## src/verilog/adc_seq_pkg.sv

```systemverilog
// How it works
// - Each conversion runs eight compare steps, MSB first, into the trial register.
// - A finished conversion copies the trial register into its slot's result.
// - Sequences hold four conversions; continuous mode repeats, else one pass.
// - Done flag sets after the fourth conversion of a sequence.
// - Sequence starts one cycle after a control register write.
// - Low reference gives 00, high reference ff, no overflow flag.
// - Four-bit input selector routes one of 16 sources to the converter.
// - Codes 0-7 port E, 8-11 reserved, 12-14 refs, 15 reserved.
// - Four readable 8-bit results, valid while the done flag is set.
// - Results update on a cycle with no bus read in progress.
// - Control register holds selector, done flag, continuous and group bits.
// - Options bit 7 powers the converter; 0 powers down and disables.
// - Clock-source bit picks bus clock (0) or RC oscillator (1).
// - Stop-exit delay 1 waits 4000 cycles, 0 resumes in four.
// - Protected options take one write in first 64 cycles, any in special.
// - Sample switch closed only for 12 unhalted converter clock ticks per conversion (12 cycles on bus clock, 23 or 24 on RC).
// - Single pass halts after fourth; continuous overwrites slot one onward.
// - Each control write clears done flag; it restarts the sequence only while the converter is powered.
// - Group mode uses upper selector bits; each channel has its own slot.
package adc_seq_pkg;
    // ========================================
    // Register byte addresses
    localparam logic [7:0] ctl_addr = 8'h00;
    localparam logic [7:0] res1_addr = 8'h04;
    localparam logic [7:0] res2_addr = 8'h08;
    localparam logic [7:0] res3_addr = 8'h0c;
    localparam logic [7:0] res4_addr = 8'h10;
    localparam logic [7:0] opt_addr = 8'h14;
    localparam logic [7:0] mode_addr = 8'h18;
    // ========================================
    // Control fields
    localparam int ctl_done_bit = 7;
    localparam int ctl_scan_bit = 5;
    localparam int ctl_group_conversion_bit = 4;
    localparam logic [7:0] ctl_wmask = 8'h3f;
    localparam logic [7:0] ctl_rst = 8'h00;
    // ========================================
    // Option fields
    localparam int opt_pwr_bit = 7;
    localparam int opt_converter_clock_source_bit = 6;
    localparam int opt_dly_bit = 4;
    localparam logic [7:0] opt_wmask = 8'hfb;
    localparam logic [7:0] opt_prot_mask = 8'h3b;
    localparam logic [7:0] opt_rst = 8'h10;
    // ========================================
    // Timing
    localparam int clk_mhz = 125;
    localparam int prot_win_cyc = 64;
    localparam int sample_cyc = 12;
    localparam int bit_steps = 8;
    localparam int conv_count = 4;
    localparam int stop_dly_cyc = 4000;
    localparam int stop_fast_cyc = 4;
    // ========================================
    // Channels
    localparam logic [3:0] ch_vrh = 4'hc;
    localparam logic [3:0] ch_vrl = 4'hd;
    localparam logic [3:0] ch_half = 4'he;

    typedef enum logic [1:0] {st_idle, st_sample, st_trial, st_hold} conv_e;

    typedef struct packed {
        logic [7:0] paddr;
        logic psel;
        logic penable;
        logic pwrite;
        logic [31:0] pwdata;
    } apb_req_s;

    typedef struct packed {
        logic [31:0] prdata;
        logic pready;
        logic pslverr;
    } apb_rsp_s;
endpackage

```

## src/verilog/adc_sequence_control.sv

```systemverilog
`timescale 1ns/1ps
module adc_sequence_control
    import adc_seq_pkg::*;
(
    input wire logic clk,
    input wire logic sys_rst,
    input wire apb_req_s apb_req,
    output apb_rsp_s apb_rsp,
    input wire logic special_mode,
    input wire logic stop_req,
    input wire logic rc_tick,
    input wire logic comp_out,
    output logic [7:0] trial_value,
    output logic [3:0] mux_select,
    output logic sample_gate,
    output logic charge_pump_on,
    output logic converter_clock_source,
    output logic stop_exit_delay_enable
);
    typedef struct packed {
        apb_rsp_s rsp;
        logic [7:0] ctl;
        logic [7:0] opt;
        logic opt_locked;
        logic [6:0] boot_cnt;
        logic [31:0] res;
        logic start_pend;
        conv_e state;
        logic [3:0] step_cnt;
        logic [7:0] sar;
        logic [2:0] bit_idx;
        logic [1:0] slot;
        logic [3:0] chan;
        logic gate;
        logic res_pend;
        logic [7:0] res_val;
        logic [1:0] res_slot;
        logic done_pend;
    } st_s;

    st_s q, d;
    logic tick;
    logic halted;

    // ========================================
    // Submodules
    adc_tick_gen u_tick (
        .clk(clk),
        .sys_rst(sys_rst),
        .clk_sel(q.opt[opt_converter_clock_source_bit]),
        .rc_tick(rc_tick),
        .tick(tick)
    );
    adc_stop_delay u_stop (
        .clk(clk),
        .sys_rst(sys_rst),
        .stop_req(stop_req),
        .dly_en(q.opt[opt_dly_bit]),
        .halted(halted)
    );

    // ========================================
    // Channel for a given slot
    function automatic logic [3:0] slot_chan(input logic [7:0] ctl,
                                             input logic [1:0] slot);
        if (ctl[ctl_group_conversion_bit]) begin
            slot_chan = {ctl[3:2], slot};
        end else begin
            slot_chan = ctl[3:0];
        end
    endfunction

    // Read mux
    function automatic logic [31:0] rd_word(input st_s s,
                                            input logic [7:0] a);
        rd_word = 32'h0;
        case (a)
            ctl_addr: rd_word = {24'h0, s.ctl};
            res1_addr: rd_word = {24'h0, s.res[7:0]};
            res2_addr: rd_word = {24'h0, s.res[15:8]};
            res3_addr: rd_word = {24'h0, s.res[23:16]};
            res4_addr: rd_word = {24'h0, s.res[31:24]};
            opt_addr: rd_word = {24'h0, s.opt & opt_wmask};
            mode_addr: rd_word = {31'h0, special_mode};
            default: rd_word = 32'h0;
        endcase
    endfunction

    function automatic logic addr_ok(input logic [7:0] a);
        addr_ok = (a == ctl_addr) || (a == res1_addr) || (a == res2_addr) ||
                  (a == res3_addr) || (a == res4_addr) ||
                  (a == opt_addr) || (a == mode_addr);
    endfunction

    logic acc;
    logic wr;
    logic rd;
    logic ctl_wr;
    logic pwr;
    always_comb begin
        acc = apb_req.psel && apb_req.penable;
        wr = acc && apb_req.pwrite;
        rd = apb_req.psel && !apb_req.pwrite;
        ctl_wr = wr && apb_req.paddr == ctl_addr;
        pwr = q.opt[opt_pwr_bit];
    end

    // ========================================
    // Next state
    always_comb begin
        d = q;
        d.rsp.pready = 1'b0;
        d.rsp.pslverr = 1'b0;
        d.rsp.prdata = 32'h0;
        d.gate = 1'b0;
        // Bus slave: one wait state, answer on second access cycle
        if (acc && !q.rsp.pready) begin
            d.rsp.pready = 1'b1;
            d.rsp.pslverr = !addr_ok(apb_req.paddr);
            d.rsp.prdata = apb_req.pwrite ? 32'h0 : rd_word(q, apb_req.paddr);
        end
        // Protected option window
        if (q.boot_cnt != 7'(prot_win_cyc)) begin
            d.boot_cnt = q.boot_cnt + 7'h01;
        end
        if (wr && !q.rsp.pready && apb_req.paddr == opt_addr) begin
            d.opt[opt_pwr_bit] = apb_req.pwdata[opt_pwr_bit];
            d.opt[opt_converter_clock_source_bit] = apb_req.pwdata[opt_converter_clock_source_bit];
            if (special_mode ||
                (!q.opt_locked && q.boot_cnt != 7'(prot_win_cyc))) begin
                d.opt = (apb_req.pwdata[7:0] & opt_wmask) |
                        (d.opt & ~opt_prot_mask) & opt_wmask;
                d.opt_locked = !special_mode;
            end
        end
        // Conversion engine
        case (q.state)
            st_idle: begin
            end
            st_sample: begin
                d.gate = 1'b1;
                if (tick && !halted) begin
                    if (q.step_cnt == 4'(sample_cyc - 1)) begin
                        d.gate = 1'b0;
                        d.state = st_trial;
                        d.bit_idx = 3'(bit_steps - 1);
                        d.sar = 8'h80;
                    end else begin
                        d.step_cnt = q.step_cnt + 4'h1;
                    end
                end
            end
            st_trial: begin
                if (tick && !halted) begin
                    // Keep or drop trial bit, try next lower; 00..ff span
                    d.sar[q.bit_idx] = comp_out;
                    if (q.bit_idx == 3'h0) begin
                        d.state = st_hold;
                    end else begin
                        d.sar[q.bit_idx - 3'h1] = 1'b1;
                        d.bit_idx = q.bit_idx - 3'h1;
                    end
                end
            end
            st_hold: begin
                d.res_pend = 1'b1;
                d.res_val = q.sar;
                d.res_slot = q.slot;
                d.done_pend = (q.slot == 2'(conv_count - 1));
                d.slot = q.slot + 2'h1;
                d.chan = slot_chan(q.ctl, q.slot + 2'h1);
                d.step_cnt = 4'h0;
                if (q.slot == 2'(conv_count - 1) &&
                    !q.ctl[ctl_scan_bit]) begin
                    d.state = st_idle;
                end else begin
                    d.state = st_sample;
                    d.gate = 1'b1;
                end
            end
            default: d.state = st_idle;
        endcase
        // Result update deferred while a read is on the bus
        if (q.res_pend && !rd) begin
            d.res[q.res_slot*8 +: 8] = q.res_val;
            d.res_pend = 1'b0;
            if (q.done_pend) begin
                d.ctl[ctl_done_bit] = 1'b1;
                d.done_pend = 1'b0;
            end
        end
        if (!pwr) begin
            d.state = st_idle;
            d.gate = 1'b0;
            d.start_pend = 1'b0;
        end
        // Start one cycle after the control write
        if (q.start_pend && pwr) begin
            d.start_pend = 1'b0;
            d.state = st_sample;
            d.gate = 1'b1;
            d.slot = 2'h0;
            d.chan = slot_chan(q.ctl, 2'h0);
            d.step_cnt = 4'h0;
        end
        if (ctl_wr && !q.rsp.pready) begin
            d.ctl = apb_req.pwdata[7:0] & ctl_wmask;
            d.start_pend = pwr;
            d.state = st_idle;
            d.gate = 1'b0;
            d.res_pend = 1'b0;
            d.done_pend = 1'b0;
        end
    end

    always_ff @(posedge clk or posedge sys_rst) begin
        if (sys_rst) begin
            q <= '0;
            q.ctl <= ctl_rst;
            q.opt <= opt_rst;
            q.state <= st_idle;
        end else begin
            q <= d;
        end
    end

    // ========================================
    // Outputs
    assign apb_rsp = q.rsp;
    assign trial_value = q.sar;
    assign mux_select = q.chan;
    assign sample_gate = q.gate;
    assign charge_pump_on = q.opt[opt_pwr_bit];
    assign converter_clock_source = q.opt[opt_converter_clock_source_bit];
    assign stop_exit_delay_enable = q.opt[opt_dly_bit];
endmodule

```

## src/verilog/adc_tick_gen.sv

```systemverilog
`timescale 1ns/1ps
module adc_tick_gen
    import adc_seq_pkg::*;
(
    input wire logic clk,
    input wire logic sys_rst,
    input wire logic clk_sel,
    input wire logic rc_tick,
    output logic tick
);
    typedef struct packed {
        logic tick;
    } st_s;
    st_s q, d;
    // ========================================
    // Step pace from bus clock or RC oscillator
    always_comb begin
        d = q;
        d.tick = clk_sel ? rc_tick : 1'b1;
    end
    always_ff @(posedge clk or posedge sys_rst) begin
        if (sys_rst) begin
            q <= '0;
        end else begin
            q <= d;
        end
    end
    assign tick = q.tick;
endmodule

```

## src/verilog/adc_stop_delay.sv

```systemverilog
`timescale 1ns/1ps
module adc_stop_delay
    import adc_seq_pkg::*;
(
    input wire logic clk,
    input wire logic sys_rst,
    input wire logic stop_req,
    input wire logic dly_en,
    output logic halted
);
    typedef struct packed {
        logic halted;
        logic [11:0] cnt;
    } st_s;
    st_s q, d;
    // ========================================
    // Stop-exit wait counter
    always_comb begin
        d = q;
        if (stop_req) begin
            d.halted = 1'b1;
            d.cnt = dly_en ? 12'(stop_dly_cyc) : 12'(stop_fast_cyc);
        end else if (q.halted) begin
            if (q.cnt <= 12'h001) begin
                d.halted = 1'b0;
            end else begin
                d.cnt = q.cnt - 12'h001;
            end
        end
    end
    always_ff @(posedge clk or posedge sys_rst) begin
        if (sys_rst) begin
            q <= '0;
        end else begin
            q <= d;
        end
    end
    assign halted = q.halted;
endmodule

```

## config.mk

```make
export PLATFORM = sky130hd
export DESIGN_NAME = adc_sequence_control
export DESIGN_NICKNAME = d
export VERILOG_FILES = /design/src/verilog/adc_seq_pkg.sv /design/src/verilog/adc_sequence_control.sv /design/src/verilog/adc_tick_gen.sv /design/src/verilog/adc_stop_delay.sv
export SDC_FILE = /design/constraint.sdc
export NUM_CORES = 1
export LEC_CHECK = 0
export ABC_CLOCK_PERIOD_IN_PS = 4100
export CELL_PAD_IN_SITES_DETAIL_PLACEMENT = 0
export CELL_PAD_IN_SITES_GLOBAL_PLACEMENT = 1
export CORE_MARGIN = 2
export CORE_UTILIZATION = 49
export DETAILED_ROUTE_END_ITERATION = 7
export DONT_BUFFER_PORTS = 1
export GPL_TIMING_DRIVEN = 0
export HOLD_SLACK_MARGIN = 0.03
export PLACE_DENSITY = 0.87
export SYNTH_ARGS = -nofsm -noshare
export SYNTH_HDL_FRONTEND = slang
export SYNTH_SLANG_ARGS = --single-unit
```

## constraint.sdc

```tcl
create_clock -name clk -period 4.1 [get_ports clk]
set_clock_uncertainty 0.1 [all_clocks]
set_input_delay 0 -clock clk [delete_from_list [all_inputs] [get_ports clk]]
set_output_delay 0 -clock clk [all_outputs]
set_load 0.005 [all_outputs]
```

==> out/metrics.csv, run 1 <==
stage,metric,value,unit
cts,cts bufs inserted,17,
detailed_routing,routed via count,4768,
detailed_routing,vias per cell,5.48,
pwr,"Power, Total",2.86,mW
detailed_routing,initial DRC count,478,
critical_path,crit path capture type,flip-flop,
synth,number of synthesized flops with an enable pin,0,
cts,clk buf depth,2,
floorplan,die height,116,um
synth,cell area after synthesis,6150,sq um
cts,CTS Root Buffer Type,clkbuf_16,
grt,initial antenna violation count,0,
cts,Post-CTS Resized,0,
synth,top cell type's share of synthesized area,46.4,%
grt,global-route wire length before repair,23800,um
floorplan,area of the core,12100,sq um
finish,Final nets,755,
detailed_routing,# DRC,0,
pwr,Pleak,3.23,nW
grt,vias in the first global route,4611,
detailed_routing,Final ANT Viol Nets,0,
sta,final hold slack,0.0707,ns
synth,Synth area leader,dfrtp_1,
floorplan,FP Rows,40,
floorplan,Ports,99,
cts,htree depth,4,
finish,ant diodes,0,
critical_path,Worst Setup Start Kind,primary input,
synth,Ys Warns,0,
sta,Rel. slew slack,16.2,%
place,gp weighted congestion,0.923,
pwr,power per standard cell area,391,nW/um^2
pwr,Peak supply drop,302,uV
critical_path,"Arr. time, crit path",3.11,ns
status,outcome,"finished, final reports clean",
finish,synthesis-to-layout area growth,19.1,%
finish,Finished Layout Cells,870,
cts,Clock Sink Count,115,
synth,Synth Area per Inst,9.90,sq um
sta,minimum clock period,2.91,ns
finish,most frequent cells in the layout,"114 x dfrtp_1, 81 x nand2_1, 52 x o21ai_0",
detailed_routing,DRT Wirelength,14700,um
place,post-DP HPWL,9970,um
finish,most common library cell in the layout ignoring fill and taps,dfrtp_1,
grt,largest net degree at the start of global routing,61,
sta,setup TNS,0,ns
finish,Filler Cell Count,1050,
cts,clk_lat worst skew,0.42,ns
sta,Pins Over Slew Limit,0,
finish,share of layout cells above drive strength 1,17.5,%
detailed_routing,WL/cell,16.9,um
grt,GRT overflow,0,
synth,Area contributors post-synth,"dfrtp_1 46%, buf_4 5.6%, mux2_2 5.5%",
floorplan,Die ar.,13500,sq um
flow_run,max-cap violations,0,
floorplan,Die X,116,um
sta,max frequency,0.344,GHz
floorplan,starting density of the core,50.8,%
detailed_routing,First-pass DRT Iterations,7,
critical_path,"Max FO, Critical Path",10,
cts,"Clk pin slew, worst setup/hold paths",0.06,ns
sta,post-route clock period utilization,70.9,%
synth,async set-reset flop share out of synthesis,100,%
sta,RSZ-0062 raised after global routing,no,
finish,post-layout util,60.4,%
worst_hold_path,worst hold path class,in -> reg,
sta,slew of the pin with the lowest slew margin,1.25,ns
synth,number of synthesized register bits,115,
synth,Cells after Synth,621,
synth,Post-synth top flop,dfrtp_1,
cts,CTS tree,built,
synth,sequential share of the synthesized area,46.8,%
critical_path,CP Class,in -> reg,
critical_path,Critical Path RT,4.31,ns
synth,Yosys cell types,66,
place,IO Port Bufs,0,
sta,Final Hold Fails,0,
sta,Finish-stage setup viols,0,
place,placed cells,813,
grt,Total GRT Usage,23.3,%
==> flip-flops by register name (all words and copies together) (netlist names), 4 cells and up <==
register	count
apb_rsp	10
q	75
mux_select	4
u_stop.q	12
trial_value	8
==> cell type report <==
type / count / area, sq um / share of cell area (%)
plain buffers: 70 / 444 / 6.07
multi-input cells: 439 / 2840 / 38.7
clock buffers: 21 / 450 / 6.15
well taps: 168 / 210 / 2.87
flip-flops and latches: 115 / 2880 / 39.3
inverters: 20 / 77.6 / 1.06
repair buffers: 27 / 288 / 3.93
clock inverters: 10 / 134 / 1.83
==> power by group <==
group	switching [mW]	internal [mW]
Combinational	0.118	0.0905
Clock	0.512	0.962
Sequential	0.0220	1.16
==> cell usage after synthesis, types with 8 or more instances <==
master / number
dfrtp_1: 114
nand2_1: 81
o21ai_0: 52
buf_4: 46
nor2_1: 34
mux2_2: 30
a21oi_1: 23
inv_1: 19
clkbuf_1: 18
nand3_1: 18
ha_1: 16
mux2i_1: 14
nand2b_1: 12
a31oi_1: 10
or3_1: 10
or4_1: 8
xnor2_1: 8
==> critical path: stages <==
cell and delay (ns):
dlygate4sd3_1 0.56, or3b_2 0.44, dlygate4sd3_1 0.57, nor4_1 0.77, buf_2 0.40, mux2_2 0.37
==> through the flow <==
| step | setup WS [ns] | instance area [sq um] |
|---|---|---|
| floorplan | 0.958 | 6230 |
| global placement | -0.168 | 6440 |
| detailed placement | 1.50 | 6470 |
| CTS | 1.20 | 7320 |
| global route | 1.10 | 7320 |
| finish | 1.19 | 7320 |
==> cell families after synthesis <==
family                     Yosys count  share of synthesized area (%)
AOI/OAI and AO/OA                  130                           13.1
xor gates and xnor gates             9                           1.28
DFF                                115                           46.8
muxes                               48                           9.24
buffers and inverters               90                           8.45
other                                1                         0.0610
and+or+nand+nor                    212                           17.7
adders and majority gates           16                           3.26
==> routing by layer <==
metal	vias to the layer above	GRT usage, %	routed length [um]	share of wire (%)
met5	-	0	0	0
met3	28	5.81	841	5.7
met4	0	8.81	302	2.1
li1	2268	-	-	-
met1	2321	30.3	6530	44
met2	151	37.8	7020	48
==> timing repair <==
item / in CTS / in global routing
hold buffers: 26 / 0
endpoints found under the hold margin: 189 / 0
buffers inserted: 0 / 0
==> worst paths after layout <==
path / startpoint / endpoint / slack [ns] / cells after the start
worst max register to register: q[34] / trial_value[2] / 1.46 / 7
worst min register to register: q[46] / q[46] / 0.37 / 2
worst min-delay path: apb_req[37] / apb_rsp[3] / 0.07 / 4
min in group asynchronous: sys_rst / u_stop.q[7] / 0.10 / 2
max in group asynchronous: sys_rst / q[7] / 3.06 / 3
worst max-delay path: apb_req[39] / q[88] / 1.19 / 6
Power figures use the tool's default switching activity.
==> inputs of run 2 (changes only) <==
Settings changed: ABC_CLOCK_PERIOD_IN_PS 4100 to 2500, CORE_UTILIZATION 49 to 45, PLACE_DENSITY 0.87 to 0.85.
Clock period 4.1 ns to 2.5 ns, I/O delays scaled along.
==> run 2 against run 1 <==
Worst hold slack gained 0.045 ns; die area grew 8.6%; via count shrank 0.17%; wire length grew 1.7%; non-clock buffer count grew 3; critical endpoint is now q[76]; largest cell class unchanged.
==> out/metrics.csv, run 2 (synthesized netlist as in run 1, its figures left out) <==
stage,metric,value,unit,change
pwr,switching power,1.11,mW,was 0.652 mW
place,dpl cell area,6500,sq um,was 6470 sq um
floorplan,Die ar.,14600,sq um,was 13500 sq um
critical_path,"critical path, cell by cell","dlygate4sd3_1, or2_1, dlygate4sd3_1, nor4_4, a21oi_1, a21oi_1, dlygate4sd3_1",,"was dlygate4sd3_1, or3b_2, dlygate4sd3_1, nor4_1, buf_2, mux2_2"
cts,cts bufs inserted,17,,unchanged
place,IO Port Bufs,0,,unchanged
floorplan,starting density of the core,46.2,%,was 50.8%
sta,RSZ-0062 raised after global routing,no,,unchanged
critical_path,"most used cell, CP",dlygate4sd3_1,,unchanged
cts,Clock Sink Count,115,,unchanged
cts,htree depth,4,,unchanged
detailed_routing,routed via count,4760,,was 4768
finish,Finished Layout Cells,882,,was 870
cts,clk_lat worst skew,0.42,ns,about the same
grt,initial antenna violation count,0,,unchanged
detailed_routing,DRT Wirelength,14900,um,was 14700 um
status,outcome,"finished, final reports clean",,unchanged
pwr,Sw Ratio,21.7,%,was 22.8%
critical_path,crit path capture type,flip-flop,,unchanged
grt,GRT overflow,0,,unchanged
floorplan,FP Rows,42,,was 40
grt,largest net degree at the start of global routing,43,,was 61
sta,Rel. slew slack,33.0,%,was 16.2%
finish,Final nets,758,,was 755
sta,Finish-stage setup viols,0,,unchanged
finish,Filler Cell Count,1141,,was 1050
pwr,P_int,4.00,mW,was 2.21 mW
sta,max frequency,0.414,GHz,
critical_path,"Arr. time, crit path",2.66,ns,was 3.11 ns
floorplan,Die X,121,um,was 116 um
detailed_routing,Final ANT Viol Nets,0,,unchanged
grt,Total GRT Usage,21.6,%,was 23.3%
pwr,Comb power frac,6.8,%,was 7.3%
detailed_routing,initial DRC count,329,,was 478
worst_hold_path,worst hold path class,in -> reg,,unchanged
pwr,clock share of power,55.3,%,was 51.5%
critical_path,Worst Setup Start Kind,primary input,,unchanged
pwr,Pleak,3.29,nW,was 3.23 nW
sta,setup TNS,0,ns,unchanged
critical_path,flop-to-flop setup slack,0.16,ns,was 1.46 ns
detailed_routing,vias per cell,5.40,,was 5.48
finish,ant diodes,0,,unchanged
finish,Reg area,2880,sq um,unchanged
finish,Reg with most FFs,q,,unchanged
finish,flip-flop count of the largest register after layout,75,,unchanged
pwr,Peak supply drop,516,uV,was 302 uV
place,placed cells,822,,was 813
critical_path,"Max FO, Critical Path",5,,was 10
floorplan,Ports,99,,unchanged
sta,post-route clock period utilization,96.5,%,
sta,Pins Over Slew Limit,0,,unchanged
critical_path,"Largest stage delay, worst path",0.62,ns,was 0.77 ns
floorplan,area of the core,13300,sq um,was 12100 sq um
sta,Final Hold Fails,0,,unchanged
finish,Finished Cell Area,7500,sq um,was 7320 sq um
detailed_routing,First-pass DRT Iterations,7,,unchanged
finish,most common library cell in the layout ignoring fill and taps,dfrtp_1,,unchanged
floorplan,die height,121,um,was 116 um
cts,CTS Root Buffer Type,clkbuf_16,,unchanged
detailed_routing,# DRC,0,,unchanged
pwr,"Power, Total",5.11,mW,was 2.86 mW
detailed_routing,WL/cell,16.9,um,about the same
finish,most frequent cells in the layout,"114 x dfrtp_1, 81 x nand2_1, 52 x o21ai_0",,unchanged
place,pre-CTS setup slack,-0.126,ns,was 1.50 ns
finish,share of layout cells above drive strength 1,18.6,%,was 17.5%
critical_path,CP Class,in -> reg,,unchanged
place,post-DP HPWL,10200,um,was 9970 um
critical_path,Critical Path RT,2.75,ns,was 4.31 ns
place,gp weighted congestion,0.897,,was 0.923
sta,minimum clock period,2.41,ns,
cts,clk buf depth,2,,unchanged
grt,vias in the first global route,4733,,was 4611
cts,CTS tree,built,,unchanged
finish,Multi-input gate area,2860,sq um,was 2840 sq um
pwr,sequential share of power,37.9,%,was 41.2%
sta,slew of the pin with the lowest slew margin,1.00,ns,was 1.25 ns
sta,Setup WS post-layout,0.0869,ns,was 1.19 ns
pwr,power per standard cell area,681,nW/um^2,was 391 nW/um^2
cts,post-CTS setup buffers,0,,unchanged
flow_run,max-cap violations,0,,unchanged
critical_path,"slowest stage cell, crit path",dlygate4sd3_1,,was nor4_1
cts,"Clk pin slew, worst setup/hold paths",0.06,ns,about the same
finish,synthesis-to-layout area growth,21.9,%,was 19.1%
grt,global-route wire length before repair,24300,um,was 23800 um
-- run 2: power groups by stage --
stage,logic [mW],clock network [mW],registers (mW)
after floorplan,0.247,0,1.95
after global placement,0.288,0,1.96
after detailed placement,0.303,0,1.96
after CTS,0.346,2.85,1.93
after global routing,0.394,2.94,1.94
final,0.348,2.82,1.93
-- run 2: routing by layer --
metal | part of all wire, % | track usage [%]
met2 | 50 | 34.8
met5 | 0 | 0
met3 | 5.0 | 5.26
met1 | 43 | 28.3
met4 | 1.6 | 7.85
-- run 2: area by class of cell --
class,count,share of cell area (%)
sequential,115,38.4
multi-input combinational,439,38.2
clock buffer,20,6.23
buffer,70,5.93
timing repair buffer,30,4.27
clock inverter,12,3.02
tap,176,2.94
inverter,20,1.05
-- run 2: what timing repair did --
action / 4_1_cts / 5_1_grt
resized for setup: 2 / 2
hold buffers: 28 / 0
endpoints found under the setup margin: 13 / 7
hold endpoints to repair: 108 / 0
-- run 2: per-stage QoR --
step	hold WS [ns]	utilization, %
2_1_floorplan	-0.0142	-
3_3_place_gp	-0.0104	48.6
3_5_place_dp	-0.0233	48.9
4_1_cts	0.0734	56.3
5_1_grt	0.142	56.4
6_report	0.116	56.4
-- run 2: worst paths after layout --
check	start	endpoint	cells after the start
min in group asynchronous	sys_rst	u_stop.q[3]	2
worst max register to register	apb_rsp[1]	q[88]	4
worst max-delay path	apb_req[41]	q[76]	7
worst min register to register	q[75]	q[75]	1
max in group asynchronous	sys_rst	stop_exit_delay_enable	3
worst min-delay path	apb_req[32]	sample_gate	4
-- run 2: critical path: cells and delay by family --
kind            cells  cell delay (ns)
compound gates      2             0.23
simple gates        2             0.72
buf+inv             3             1.71
